==> config.mk <==
export PLATFORM = sky130hd
export DESIGN_NAME = pmes_sequencer
export DESIGN_NICKNAME = d
export VERILOG_FILES = /design/src/logic/pmes_pkg.sv /design/src/logic/pmes_sequencer.sv /design/src/logic/pmes_unlock.sv
export SDC_FILE = /design/constraint.sdc
export NUM_CORES = 1
export LEC_CHECK = 0
export BUFFER_PORTS_ARGS = -buffer_cell sky130_fd_sc_hd__buf_2
export CORE_ASPECT_RATIO = 2
export CORE_UTILIZATION = 49
export CTS_CLUSTER_SIZE = 8
export DETAILED_ROUTE_END_ITERATION = 10
export PLACE_DENSITY = 0.77
export SYNTH_ARGS = -nofsm -noshare
export SYNTH_HDL_FRONTEND = slang
export SYNTH_HIERARCHICAL = 1
export SYNTH_SLANG_ARGS = --single-unit
==> constraint.sdc <==
create_clock -name clock -period 3.35 [get_ports clock]
set_clock_uncertainty 0.15 [all_clocks]
set_input_delay 1.005 -clock clock [delete_from_list [all_inputs] [get_ports clock]]
set_output_delay 1.005 -clock clock [all_outputs]
set_load 0.01 [all_outputs]
==> src/logic/pmes_pkg.sv <==
// Shared constants for the nonvolatile memory program/erase sequencer.
// Assumes APB with 32-bit data and 12-bit byte addresses.
`default_nettype none
package pmes_pkg;
   // Register byte offsets
   localparam logic [11:0] OFF_CTRL     = 12'h18c;
   localparam logic [11:0] OFF_UNLOCK   = 12'h190;
   localparam logic [11:0] OFF_ADDR_LO  = 12'h194;
   localparam logic [11:0] OFF_ADDR_HI  = 12'h198;
   localparam logic [11:0] OFF_DATA_LO  = 12'h19c;
   localparam logic [11:0] OFF_DATA_HI  = 12'h1a0;
   localparam logic [11:0] OFF_IRQ_STAT = 12'h1a4;
   localparam logic [11:0] OFF_IRQ_MASK = 12'h1a8;

   // Control register fields
   localparam int BIT_SPACE = 7;
   localparam int BIT_FREE  = 4;
   localparam int BIT_WERR  = 3;
   localparam int BIT_WRITE_PERMIT_BIT  = 2;
   localparam int BIT_WR    = 1;
   localparam int BIT_RD    = 0;

   // Interrupt status fields
   localparam int IRQ_WDONE = 0;
   localparam int IRQ_WERR  = 1;
   localparam int IRQ_RDONE = 2;
   localparam int IRQ_W     = 3;

   // Reset values
   localparam logic [7:0]       CTRL_RST = 8'h00;
   localparam logic [IRQ_W-1:0] MASK_RST = 3'h0;

   // Unlock keys
   localparam logic [7:0] KEY_FIRST  = 8'h55;
   localparam logic [7:0] KEY_SECOND = 8'haa;

   // Memory geometry
   localparam int FLASH_AW    = 13;
   localparam int WORD_W      = 14;
   localparam int DATA_HI_W   = WORD_W - 8;
   localparam int GROUP_WORDS = 4;
   localparam int GROUP_LSB   = 2;
   localparam int ROW_LSB     = 5;

   typedef enum logic [1:0] {OP_READ, OP_WRITE, OP_ERASE} pmes_op_t;
endpackage
`default_nettype wire

==> src/logic/pmes_sequencer.sv <==
// Program flash / data EEPROM program-erase sequencer with APB registers.
// Assumes a memory macro that takes a held request and returns a one-cycle ack.
`timescale 1ns/10ps
`default_nettype none
module pmes_sequencer
   import pmes_pkg::*;
(
   // Clock and reset
   input  wire logic                 clock,
   input  wire logic                 rst,
   // APB slave
   input  wire logic                 psel,
   input  wire logic                 penable,
   input  wire logic                 pwrite,
   input  wire logic [11:0]          paddr,
   input  wire logic [31:0]          pwdata,
   output logic                      pready,
   output logic                      pslverr,
   output logic [31:0]               prdata,
   // Abort sources
   input  wire logic                 ext_reset_pin_evt,
   input  wire logic                 watchdog_reset_evt,
   // Memory macro
   output logic                      mem_req,
   output pmes_op_t                  mem_op,
   output logic                      mem_space,
   output logic [FLASH_AW-1:0]       mem_addr,
   output logic [GROUP_WORDS*WORD_W-1:0] mem_wdata,
   input  wire logic                 mem_ack,
   input  wire logic [WORD_W-1:0]    mem_rdata,
   // Core side
   output logic                      fetch_hold,
   output logic                      irq
);
   typedef enum logic [1:0] {ST_IDLE, ST_LATCH, ST_MEM} pmes_st_t;

   function automatic logic is_mapped(input logic [11:0] a);
      is_mapped = (a == OFF_CTRL) || (a == OFF_UNLOCK) || (a == OFF_ADDR_LO) || (a == OFF_ADDR_HI)
                  || (a == OFF_DATA_LO) || (a == OFF_DATA_HI) || (a == OFF_IRQ_STAT)
                  || (a == OFF_IRQ_MASK);
   endfunction

   // Sequencer state
   pmes_st_t                      st_r,      st_nxt;
   pmes_op_t                      op_r,      op_nxt;
   logic                          space_r,   space_nxt;
   logic                          free_r,    free_nxt;
   logic                          werr_r,    werr_nxt;
   logic                          write_permit_bit_r,    write_permit_bit_nxt;
   logic                          wr_r,      wr_nxt;
   logic                          rd_r,      rd_nxt;
   logic                          req_r,     req_nxt;
   logic [FLASH_AW-1:0]           maddr_r,   maddr_nxt;
   logic [GROUP_WORDS*WORD_W-1:0] mwdata_r,  mwdata_nxt;
   logic [7:0]                    addr_lo_r, addr_lo_nxt;
   logic [7:0]                    addr_hi_r, addr_hi_nxt;
   logic [7:0]                    data_lo_r, data_lo_nxt;
   logic [DATA_HI_W-1:0]          data_hi_r, data_hi_nxt;
   logic [WORD_W-1:0]             grp_buf_r   [0:GROUP_WORDS-2];
   logic [WORD_W-1:0]             grp_buf_nxt [0:GROUP_WORDS-2];
   logic [IRQ_W-1:0]              stat_r,    stat_nxt;
   logic [IRQ_W-1:0]              mask_r,    mask_nxt;
   logic [31:0]                   rdata_r,   rdata_nxt;

   logic                          acc;
   logic                          fire;
   logic                          start_req;
   logic                          busy;
   logic                          ctrl_wr;
   logic                          armed;
   logic                          abort_evt;
   logic                          ev_wdone;
   logic                          ev_werr;
   logic                          ev_rdone;
   logic [FLASH_AW-1:0]           cur_addr;
   logic [WORD_W-1:0]             cur_word;

   assign acc       = psel & penable;
   assign busy      = (st_r != ST_IDLE);
   assign start_req = acc & pwrite & (paddr == OFF_CTRL) & (pwdata[BIT_WR] | pwdata[BIT_RD]);
   assign pready    = ~(start_req & busy);
   assign pslverr   = acc & ~is_mapped(paddr);
   assign fire      = acc & pready & pwrite & is_mapped(paddr);
   assign ctrl_wr   = fire & (paddr == OFF_CTRL);
   assign abort_evt = ext_reset_pin_evt | watchdog_reset_evt;
   assign cur_addr  = {addr_hi_r[FLASH_AW-9:0], addr_lo_r};
   assign cur_word  = {data_hi_r, data_lo_r};

   // Any other register write between the keys breaks the sequence, except a control register write that leaves the write start bit clear
   pmes_unlock u_unlock (
      .clock     (clock),
      .rst       (rst),
      .key_wr    (fire & (paddr == OFF_UNLOCK)),
      .key_data  (pwdata[7:0]),
      .break_seq (fire & (paddr != OFF_UNLOCK) & (paddr != OFF_CTRL)),
      .consume   (ctrl_wr & pwdata[BIT_WR]),
      .armed     (armed)
   );

   always_comb
   begin
      st_nxt      = st_r;
      op_nxt      = op_r;
      space_nxt   = space_r;
      free_nxt    = free_r;
      werr_nxt    = werr_r;
      write_permit_bit_nxt    = write_permit_bit_r;
      wr_nxt      = wr_r;
      rd_nxt      = rd_r;
      req_nxt     = req_r;
      maddr_nxt   = maddr_r;
      mwdata_nxt  = mwdata_r;
      addr_lo_nxt = addr_lo_r;
      addr_hi_nxt = addr_hi_r;
      data_lo_nxt = data_lo_r;
      data_hi_nxt = data_hi_r;
      grp_buf_nxt = grp_buf_r;
      ev_wdone    = 1'b0;
      ev_werr     = 1'b0;
      ev_rdone    = 1'b0;

      if (fire && paddr == OFF_ADDR_LO)
         addr_lo_nxt = pwdata[7:0];
      if (fire && paddr == OFF_ADDR_HI)
         addr_hi_nxt = pwdata[7:0];
      if (fire && paddr == OFF_DATA_LO)
         data_lo_nxt = pwdata[7:0];
      if (fire && paddr == OFF_DATA_HI)
         data_hi_nxt = pwdata[DATA_HI_W-1:0];

      if (ctrl_wr)
      begin
         free_nxt = pwdata[BIT_FREE];
         werr_nxt = pwdata[BIT_WERR];
         write_permit_bit_nxt = pwdata[BIT_WRITE_PERMIT_BIT];
         // Space may not move under a write in flight
         if (!busy)
            space_nxt = pwdata[BIT_SPACE];
      end

      if (abort_evt)
      begin
         if (busy && op_r != OP_READ)
         begin
            werr_nxt = 1'b1;
            ev_werr  = 1'b1;
         end
         st_nxt   = ST_IDLE;
         wr_nxt   = 1'b0;
         rd_nxt   = 1'b0;
         write_permit_bit_nxt = 1'b0;
         req_nxt  = 1'b0;
      end
      else
      begin
         unique case (st_r)
            ST_IDLE:
            begin
               // Zero in the start bits is ignored
               if (ctrl_wr && pwdata[BIT_RD])
               begin
                  rd_nxt  = 1'b1;
                  op_nxt  = OP_READ;
                  st_nxt  = ST_MEM;
                  req_nxt = 1'b1;
                  // Data EEPROM sees only the low address byte
                  maddr_nxt = pwdata[BIT_SPACE] ? cur_addr : {5'h00, addr_lo_r};
               end
               else if (ctrl_wr && pwdata[BIT_WR] && write_permit_bit_r && armed)
               begin
                  wr_nxt = 1'b1;
                  if (pwdata[BIT_SPACE] && pwdata[BIT_FREE])
                  begin
                     op_nxt    = OP_ERASE;
                     st_nxt    = ST_MEM;
                     req_nxt   = 1'b1;
                     maddr_nxt = {cur_addr[FLASH_AW-1:ROW_LSB], 5'h00};
                  end
                  else if (pwdata[BIT_SPACE])
                  begin
                     op_nxt = OP_WRITE;
                     // Words collect until the last slot of the group
                     if (cur_addr[GROUP_LSB-1:0] == 2'h3)
                     begin
                        st_nxt     = ST_MEM;
                        req_nxt    = 1'b1;
                        maddr_nxt  = {cur_addr[FLASH_AW-1:GROUP_LSB], 2'h0};
                        mwdata_nxt = {cur_word, grp_buf_r[2], grp_buf_r[1], grp_buf_r[0]};
                     end
                     else
                     begin
                        st_nxt = ST_LATCH;
                        grp_buf_nxt[cur_addr[GROUP_LSB-1:0]] = cur_word;
                     end
                  end
                  else
                  begin
                     op_nxt     = OP_WRITE;
                     st_nxt     = ST_MEM;
                     req_nxt    = 1'b1;
                     maddr_nxt  = {5'h00, addr_lo_r};
                     mwdata_nxt = {{(GROUP_WORDS*WORD_W-8){1'b0}}, data_lo_r};
                  end
               end
            end
            ST_LATCH:
            begin
               wr_nxt   = 1'b0;
               st_nxt   = ST_IDLE;
               ev_wdone = 1'b1;
            end
            ST_MEM:
            begin
               if (mem_ack)
               begin
                  req_nxt = 1'b0;
                  st_nxt  = ST_IDLE;
                  if (op_r == OP_READ)
                  begin
                     rd_nxt      = 1'b0;
                     ev_rdone    = 1'b1;
                     data_lo_nxt = mem_rdata[7:0];
                     if (space_r)
                        data_hi_nxt = mem_rdata[WORD_W-1:8];
                  end
                  else
                  begin
                     wr_nxt   = 1'b0;
                     ev_wdone = 1'b1;
                  end
               end
            end
            default:
               st_nxt = ST_IDLE;
         endcase
      end
   end

   always_ff @(posedge clock)
   begin
      if (rst)
      begin
         st_r      <= ST_IDLE;
         op_r      <= OP_READ;
         space_r   <= CTRL_RST[BIT_SPACE];
         free_r    <= CTRL_RST[BIT_FREE];
         werr_r    <= CTRL_RST[BIT_WERR];
         write_permit_bit_r    <= CTRL_RST[BIT_WRITE_PERMIT_BIT];
         wr_r      <= CTRL_RST[BIT_WR];
         rd_r      <= CTRL_RST[BIT_RD];
         req_r     <= 1'b0;
         maddr_r   <= '0;
         mwdata_r  <= '0;
         addr_lo_r <= 8'h00;
         addr_hi_r <= 8'h00;
         data_lo_r <= 8'h00;
         data_hi_r <= '0;
         for (int i = 0; i < GROUP_WORDS - 1; i++)
            grp_buf_r[i] <= '0;
      end
      else
      begin
         st_r      <= st_nxt;
         op_r      <= op_nxt;
         space_r   <= space_nxt;
         free_r    <= free_nxt;
         werr_r    <= werr_nxt;
         write_permit_bit_r    <= write_permit_bit_nxt;
         wr_r      <= wr_nxt;
         rd_r      <= rd_nxt;
         req_r     <= req_nxt;
         maddr_r   <= maddr_nxt;
         mwdata_r  <= mwdata_nxt;
         addr_lo_r <= addr_lo_nxt;
         addr_hi_r <= addr_hi_nxt;
         data_lo_r <= data_lo_nxt;
         data_hi_r <= data_hi_nxt;
         grp_buf_r <= grp_buf_nxt;
      end
   end

   // Interrupt status: set wins over write-one-to-clear
   always_comb
   begin
      stat_nxt = stat_r;
      mask_nxt = mask_r;
      if (fire && paddr == OFF_IRQ_STAT)
         stat_nxt = stat_r & ~pwdata[IRQ_W-1:0];
      if (fire && paddr == OFF_IRQ_MASK)
         mask_nxt = pwdata[IRQ_W-1:0];
      stat_nxt[IRQ_WDONE] = stat_nxt[IRQ_WDONE] | ev_wdone;
      stat_nxt[IRQ_WERR]  = stat_nxt[IRQ_WERR] | ev_werr;
      stat_nxt[IRQ_RDONE] = stat_nxt[IRQ_RDONE] | ev_rdone;
   end

   // Read data captured every selected cycle, valid in the access phase
   always_comb
   begin
      rdata_nxt = 32'h0000_0000;
      unique case (paddr)
         OFF_CTRL:     rdata_nxt[7:0] = {space_r, 2'b00, free_r, werr_r, write_permit_bit_r, wr_r, rd_r};
         OFF_ADDR_LO:  rdata_nxt[7:0] = addr_lo_r;
         OFF_ADDR_HI:  rdata_nxt[7:0] = addr_hi_r;
         OFF_DATA_LO:  rdata_nxt[7:0] = data_lo_r;
         OFF_DATA_HI:  rdata_nxt[DATA_HI_W-1:0] = data_hi_r;
         OFF_IRQ_STAT: rdata_nxt[IRQ_W-1:0] = stat_r;
         OFF_IRQ_MASK: rdata_nxt[IRQ_W-1:0] = mask_r;
         default:      rdata_nxt = 32'h0000_0000;
      endcase
      if (!psel)
         rdata_nxt = rdata_r;
   end

   always_ff @(posedge clock)
   begin
      if (rst)
      begin
         stat_r  <= '0;
         mask_r  <= MASK_RST;
         rdata_r <= 32'h0000_0000;
      end
      else
      begin
         stat_r  <= stat_nxt;
         mask_r  <= mask_nxt;
         rdata_r <= rdata_nxt;
      end
   end

   assign prdata     = rdata_r;
   assign irq        = |(stat_r & mask_r);
   assign mem_req    = req_r;
   assign mem_op     = op_r;
   assign mem_space  = space_r;
   assign mem_addr   = maddr_r;
   assign mem_wdata  = mwdata_r;
   // Core stalls fetch rather than trusting software to pad with no-ops
   assign fetch_hold = busy & space_r & (op_r != OP_READ);
endmodule
`default_nettype wire

==> src/logic/pmes_unlock.sv <==
// Unlock key detector: arms after the two keys arrive back to back.
// Assumes single-cycle write strobes from the bus slave.
`timescale 1ns/10ps
`default_nettype none
module pmes_unlock
   import pmes_pkg::*;
(
   // Clock and reset
   input  wire logic       clock,
   input  wire logic       rst,
   // Key writes
   input  wire logic       key_wr,
   input  wire logic [7:0] key_data,
   input  wire logic       break_seq,
   input  wire logic       consume,
   // State
   output logic            armed
);
   typedef enum logic [1:0] {UL_IDLE, UL_HALF, UL_ARMED} pmes_ul_t;

   pmes_ul_t st_r;
   pmes_ul_t st_nxt;

   always_comb
   begin
      st_nxt = st_r;
      if (consume || break_seq)
      begin
         st_nxt = UL_IDLE;
      end
      else if (key_wr)
      begin
         unique case (st_r)
            UL_IDLE:  st_nxt = (key_data == KEY_FIRST) ? UL_HALF : UL_IDLE;
            UL_HALF:  st_nxt = (key_data == KEY_SECOND) ? UL_ARMED
                               : ((key_data == KEY_FIRST) ? UL_HALF : UL_IDLE);
            UL_ARMED: st_nxt = (key_data == KEY_FIRST) ? UL_HALF : UL_IDLE;
         endcase
      end
   end

   always_ff @(posedge clock)
   begin
      if (rst)
         st_r <= UL_IDLE;
      else
         st_r <= st_nxt;
   end

   assign armed = (st_r == UL_ARMED);
endmodule
`default_nettype wire

Yosys cells after proc, flatten, opt, wreduce, memory -nomap -nowiden
Index checks and enable logic that the tools add are counted.
{"block": "op_classes", "order_cmp": 2, "n_eq_ne": 27, "n_reduce_logical": 42, "mux": 68, "bitwise_logic": 32}
{"cell": "56-bit two-way mux", "n": 2}
{"cell": "12-bit by 9-bit equality test with 1-bit output, second input constant", "n": 8}
{"cell": "13-bit two-way mux", "n": 6}
{"cell": "42-bit bitwise mux", "n": 1}
{"cell": "8-bit two-way mux", "n": 5}
{"cell": "6-bit two-way mux", "n": 6}
{"cell": "14-bit demux with 2-bit select", "n": 1}
{"cell": "1-bit two-way mux", "n": 26}
{"cell": "12-bit by 9-bit != test with 1-bit output, second input constant", "n": 2}
{"cell": "3-bit one-hot mux with 7 select lines", "n": 1}
{"cell": "2-bit two-way mux", "n": 10}
{"cell": "1-bit AND", "n": 16}
{"cell": "3-bit one-hot mux with 5 select lines", "n": 1}
{"cell": "14-bit two-way mux", "n": 1}
{"cell": "1-bit logical AND", "n": 13}
{"cell": "2-bit != test, second input constant", "n": 6}
{"cell": "4-bit AND reduction", "n": 3}
{"cell": "8-bit by 7-bit equality test with 1-bit output, second input constant", "n": 1}
{"cell": "8-bit equality test, second input constant", "n": 1}
{"cell": "1-bit logical OR", "n": 8}
{"cell": "2-bit one-hot mux with 2 select lines", "n": 2}
{"cell": "2-bit one-hot mux with 4 select lines", "n": 1}
{"cell": "2-bit nonzero test", "n": 4}
{"cell": "1-bit inverter", "n": 7}
{"cell": "other kinds (24)", "n": 39}
{"block": "totals", "out_inout_bits": 109, "elab_cells": 193, "inputBits": 66, "ff_bits": 168}

Depth between registers and ports, before layout
{"block": "depth", "depth_word": 16, "depth_mapped": 9, "ltp_nobuf": 7}

By module
Netlist, hierarchy kept.
{"module": "pmes_sequencer", "area_each_um2": 7236.9, "cells_per_inst": 834, "n_inst": 1, "seq_area_each_um2": 3323.2}
{"module": "pmes_unlock", "area_each_um2": 138.9, "cells_per_inst": 13, "n_inst": 1, "seq_area_each_um2": 40.0}

Least setup slack after synthesis
OpenSTA, ideal clock, no wires.
{"block": "synth_path", "path_kind": "input to output", "startpoint": "input paddr[3]", "endpoint": "output pslverr", "slack_ps": -98, "path_buffers": 2, "t_arrival_ps": 2293, "path_stages": 6, "path_cell_list": "clkbuf_1 -> clkbuf_1 -> a21oi_1 -> xnor2_1 -> nand4b_1 -> and3_1"}
{"block": "synth_between", "elab_chain_cells": 10, "word_cells_on_any_way": 17}
{"element": "start, declared", "line": "pmes_sequencer.sv:15", "rtl": "input wire logic [11:0] paddr,"}
{"element": "12-bit by 9-bit equality test with 1-bit output", "line": "pmes_sequencer.sv:38", "rtl": "is_mapped = (a == OFF_CTRL) || (a == OFF_UNLOCK) || (a == OFF_ADDR_LO) || (a == OFF_ADDR_HI)"}
{"element": "1-bit logical OR (3 in a row)", "line": "pmes_sequencer.sv:38"}
{"element": "1-bit logical OR (3 in a row)", "line": "pmes_sequencer.sv:39", "rtl": "|| (a == OFF_DATA_LO) || (a == OFF_DATA_HI) || (a == OFF_IRQ_STAT)"}
{"element": "1-bit logical OR (*)", "line": "pmes_sequencer.sv:40", "rtl": "|| (a == OFF_IRQ_MASK);"}
{"element": "1-bit inverter (*)", "line": "pmes_sequencer.sv:82", "rtl": "assign pslverr = acc & ~is_mapped(paddr);"}
{"element": "1-bit AND (*)", "line": "pmes_sequencer.sv:82"}
{"element": "end, declared", "line": "pmes_sequencer.sv:18", "rtl": "output logic pslverr,"}
Every way passes the cells marked *; elsewhere a longest branch is shown, timed or not.

Worst setup path after layout
{"block": "layout_path", "startpoint": "input paddr[1]", "endpoint": "output pslverr"}
The elaborated chain is that of the path after synthesis.

==> impl_results.md <==
- Status: finished, final reports clean
- Psw: 1020 µW
- Gate power share: under 10%
- Reg power frac: approximately half
- Yosys reg bits: 168
- First-pass DRT Iterations: 6
- Switching power share of the total: about a quarter
- Post-synthesis compound-gate area fraction: a little over an eighth
- Port Buffers: 126
- Share of post-route cells with drive strength above 1: between 20% and 30%
- Seq/Total Area, Yosys: between 40% and 50%
- Leak Pwr: approximately 0.0035 µW
- Commonest non-fill, non-tap cell in the layout: dfxtp_1
- Synth area leaders: dfxtp_1 46%, mux2i_1 11%, a21oi_1 6.0%
- Synth warn: 6
- Yosys top cell area share: between 40 and 50%
- Crit start category: input pin
- CTS Sinks: 168
- Nets: between 1000 and 1500
- DR DRC count: 0
- # Max-Cap Violations: 0
- Vias/cell: 5.62
- Global-route wire length before repair: about 33000 µm
- Inserted Diodes: 0
- Pwr/cell area: ~460 mW/mm²
- Critical path class: in -> out
- Cell area after layout: about 0.0089 mm²
- CP Data Arrival Time: 2.06 ns
- CP Launch Point: paddr[1]
- Worst-skew pair later-pin latency: between 0.4 and 0.5 ns
- Synth async-reset ratio: 0%
- Clock-pin slew on the worst setup and hold paths: around 0.070 ns
- Post-synthesis simple-gate area fraction: between 20 and 25%
- Final wirelength: approximately 21000 µm
- Starting Density: between 50 and 60%
- DIE HEIGHT: about 180 µm
- Core ar.: around 0.015 mm²
- DIE AREA: about 0.016 mm²
- CTS tree: built
- Worst setup EP type: output pin
- Post-synthesis cell area: 0.00738 mm²
- Clock network fraction of total power: 46.4%
- Std-Cell Rows: 63
- Unrepaired setup endpoints after global routing: no
- Post-synth EDFFs: 0
- Hold_buf cts: 0
- Placer's final routability congestion estimate: just over 0.9
- Final setup viols: 0
- Synth area leader: dfxtp_1
- Max Buffers Root-to-Sink: 2
- Worst IR drop on VDD: 0.367 mV
- Hold Crit Start: mem_wdata[41]
- Max-slew headroom: roughly 25%
- Tmin final: ~3.2 ns
- Hold depth: 2
- Setup TNS: 0 ns
- Layout Cells excl Fill: around 1200
- Largest family of logic cells by synthesized area: simple AND/OR/NAND/NOR gates
- Final HPWL DP: between 10000 and 15000 µm
- Setup Buffers After CTS: 0
- Slew @ Worst Pin: 1.12 ns
- Inst Count DP: ~1100
- Syn avg cell area: about 8.7 µm²
- Root Driver: clkbuf_16
- Critical path data required time: approximately 2.2 ns
- Synth Flop Type: dfxtp_1
- Cell count after synthesis: 847
- Die Width: around 89 µm
- Final hold vios: 0
- Max Slew Vio Count: 0
- Area added between synthesis and finish: 20.1%
- Synth Area in XOR/XNOR: less than 1%
- H-tree depth: 4
- Netlist cell types: 61
- Largest net degree at the start of global routing: between 100 and 150
- Total GRT Usage: roughly 28%
- Hold slack: approximately 0.30 ns
- Worst-path maximum fanout: 2
- Post_cts resized: 0
- I/O pins: approximately 180
- Most frequent cells in the layout: 168 x dfxtp_1, 125 x buf_2, 98 x nand2_1, 94 x nor2_1, 88 x a21oi_1
- Total CTS buffers: 17
- Initial antenna violation count: 0
- Initial DRC Count: between 300 and 400
- Antenna viol nets, final: 0
- Synthesized-area fraction occupied by adder cells: less than 1%
- Mux share of post-synthesis cell area: 12.5%
- Worst min path class: reg -> reg
- Area after DPL: around 0.0083 mm²
- Vias in the first global route: between 6000 and 7000
- Crit share post-route: a little over nine tenths
- GRT Residual Overflow: 0
- Via Count: between 6000 and 7000
- Internal power: roughly 3000 µW
- WL/cell: about 18 µm
- Worst flop-to-flop path startpoint: st_r[1]
- Fill count: approximately 1400
- Reg2reg path depth: 8
- FMAX: roughly 0.31 GHz
==> layer usage <==
layer	global-route usage (%)	vias up	share of wire [%]
li1	-	3184	-
met1	29.3	3104	36
met3	5.22	79	4.8
met5	0	-	0
met2	48.1	252	53
met4	20.8	0	6.5
==> sequential cells by signal (all words and copies together) (netlist names), 2 cells and up <==
name           cells
stat_r             3
addr_lo_r          8
mem_wdata         56
prdata             8
u_unlock/st_r      2
mem_op             2
addr_hi_r          8
data_hi_r          6
data_lo_r          8
mem_addr          13
mask_r             3
grp_buf_r         42
st_r               2
==> final cells by class <==
type	count	area (µm²)	share of cell area, %
Multi-Input combinational cell	608	3650	41.1
Sequential cell	168	3360	38.0
Clock inverter	14	130	1.47
Clock buffer	18	439	4.96
Timing Repair Buffer	166	1010	11.4
Tap cell	195	244	2.75
Inverter	8	30.0	0.339
==> power by group through the flow <==
stage / Clock, µW / Combinational (µW) / Sequential [µW]
CTS: 1920 / 183 / 2000
global route: 2010 / 199 / 2000
floorplan: 0 / 123 / 2050
detailed placement: 0 / 183 / 2040
finish: 1890 / 186 / 2000
global placement: 0 / 182 / 2040
==> path summary, 6_finish.rpt <==
kind              endpoint  slack, ns
min reg2reg  mem_wdata[41]       0.30
max                pslverr       0.13
max reg2reg  grp_buf_r[33]       0.66
min          mem_wdata[41]       0.30
==> cell families (layout without fill, tap and decap cells) <==
group,after synthesis,count (layout)
simple gates,325,325
flops,168,168
compound gates,162,162
buf+inv,94,206
mux,91,91
fa+ha+maj,5,5
other cells,1,24
xor+xnor,1,1
==> through the flow <==
stage | worst slack, ns | utilization (%) | total power (µW)
after global placement | 0.166 | 56.3 | 2230
final | 0.135 | 60.1 | 4080
after CTS | 0.115 | 60.1 | 4100
after floorplan | 0.0513 | - | 2170
after detailed placement | 0.123 | 56.3 | 2230
after global routing | 0.0501 | 60.1 | 4210
==> worst max-delay path, cell delays in order <==
cell	delay, ns
buf_2	0.11
nor4b_4	0.28
and2_1	0.19
nand4b_1	0.14
and3_1	0.20
buf_2	0.13
==> synth_stat cells, types with 2 or more instances <==
master and n:
buf_1 3, nor4_4 2, mux2i_1 84, nand2_1 98, nand2b_1 4, a211oi_1 24, dfxtp_1 168, nand4_1 5
ha_1 4, and4b_1 2, a21oi_1 88, nand4b_1 3, o211ai_1 2, nor3_1 10, buf_4 26, and4_1 3
o21ai_0 16, nor2_2 2, a22oi_1 10, nor4_1 3, and2_1 2, clkbuf_1 55, and3_1 4, inv_1 8
a22o_1 3, nor2b_1 6, nor4bb_1 4, nor2_1 94, mux2_2 7, a221oi_1 3, or3_1 2, nor3b_1 4
a31oi_1 4, and3b_1 2, o31ai_1 3, nand3_1 64
Power figures use the tool's default switching activity.
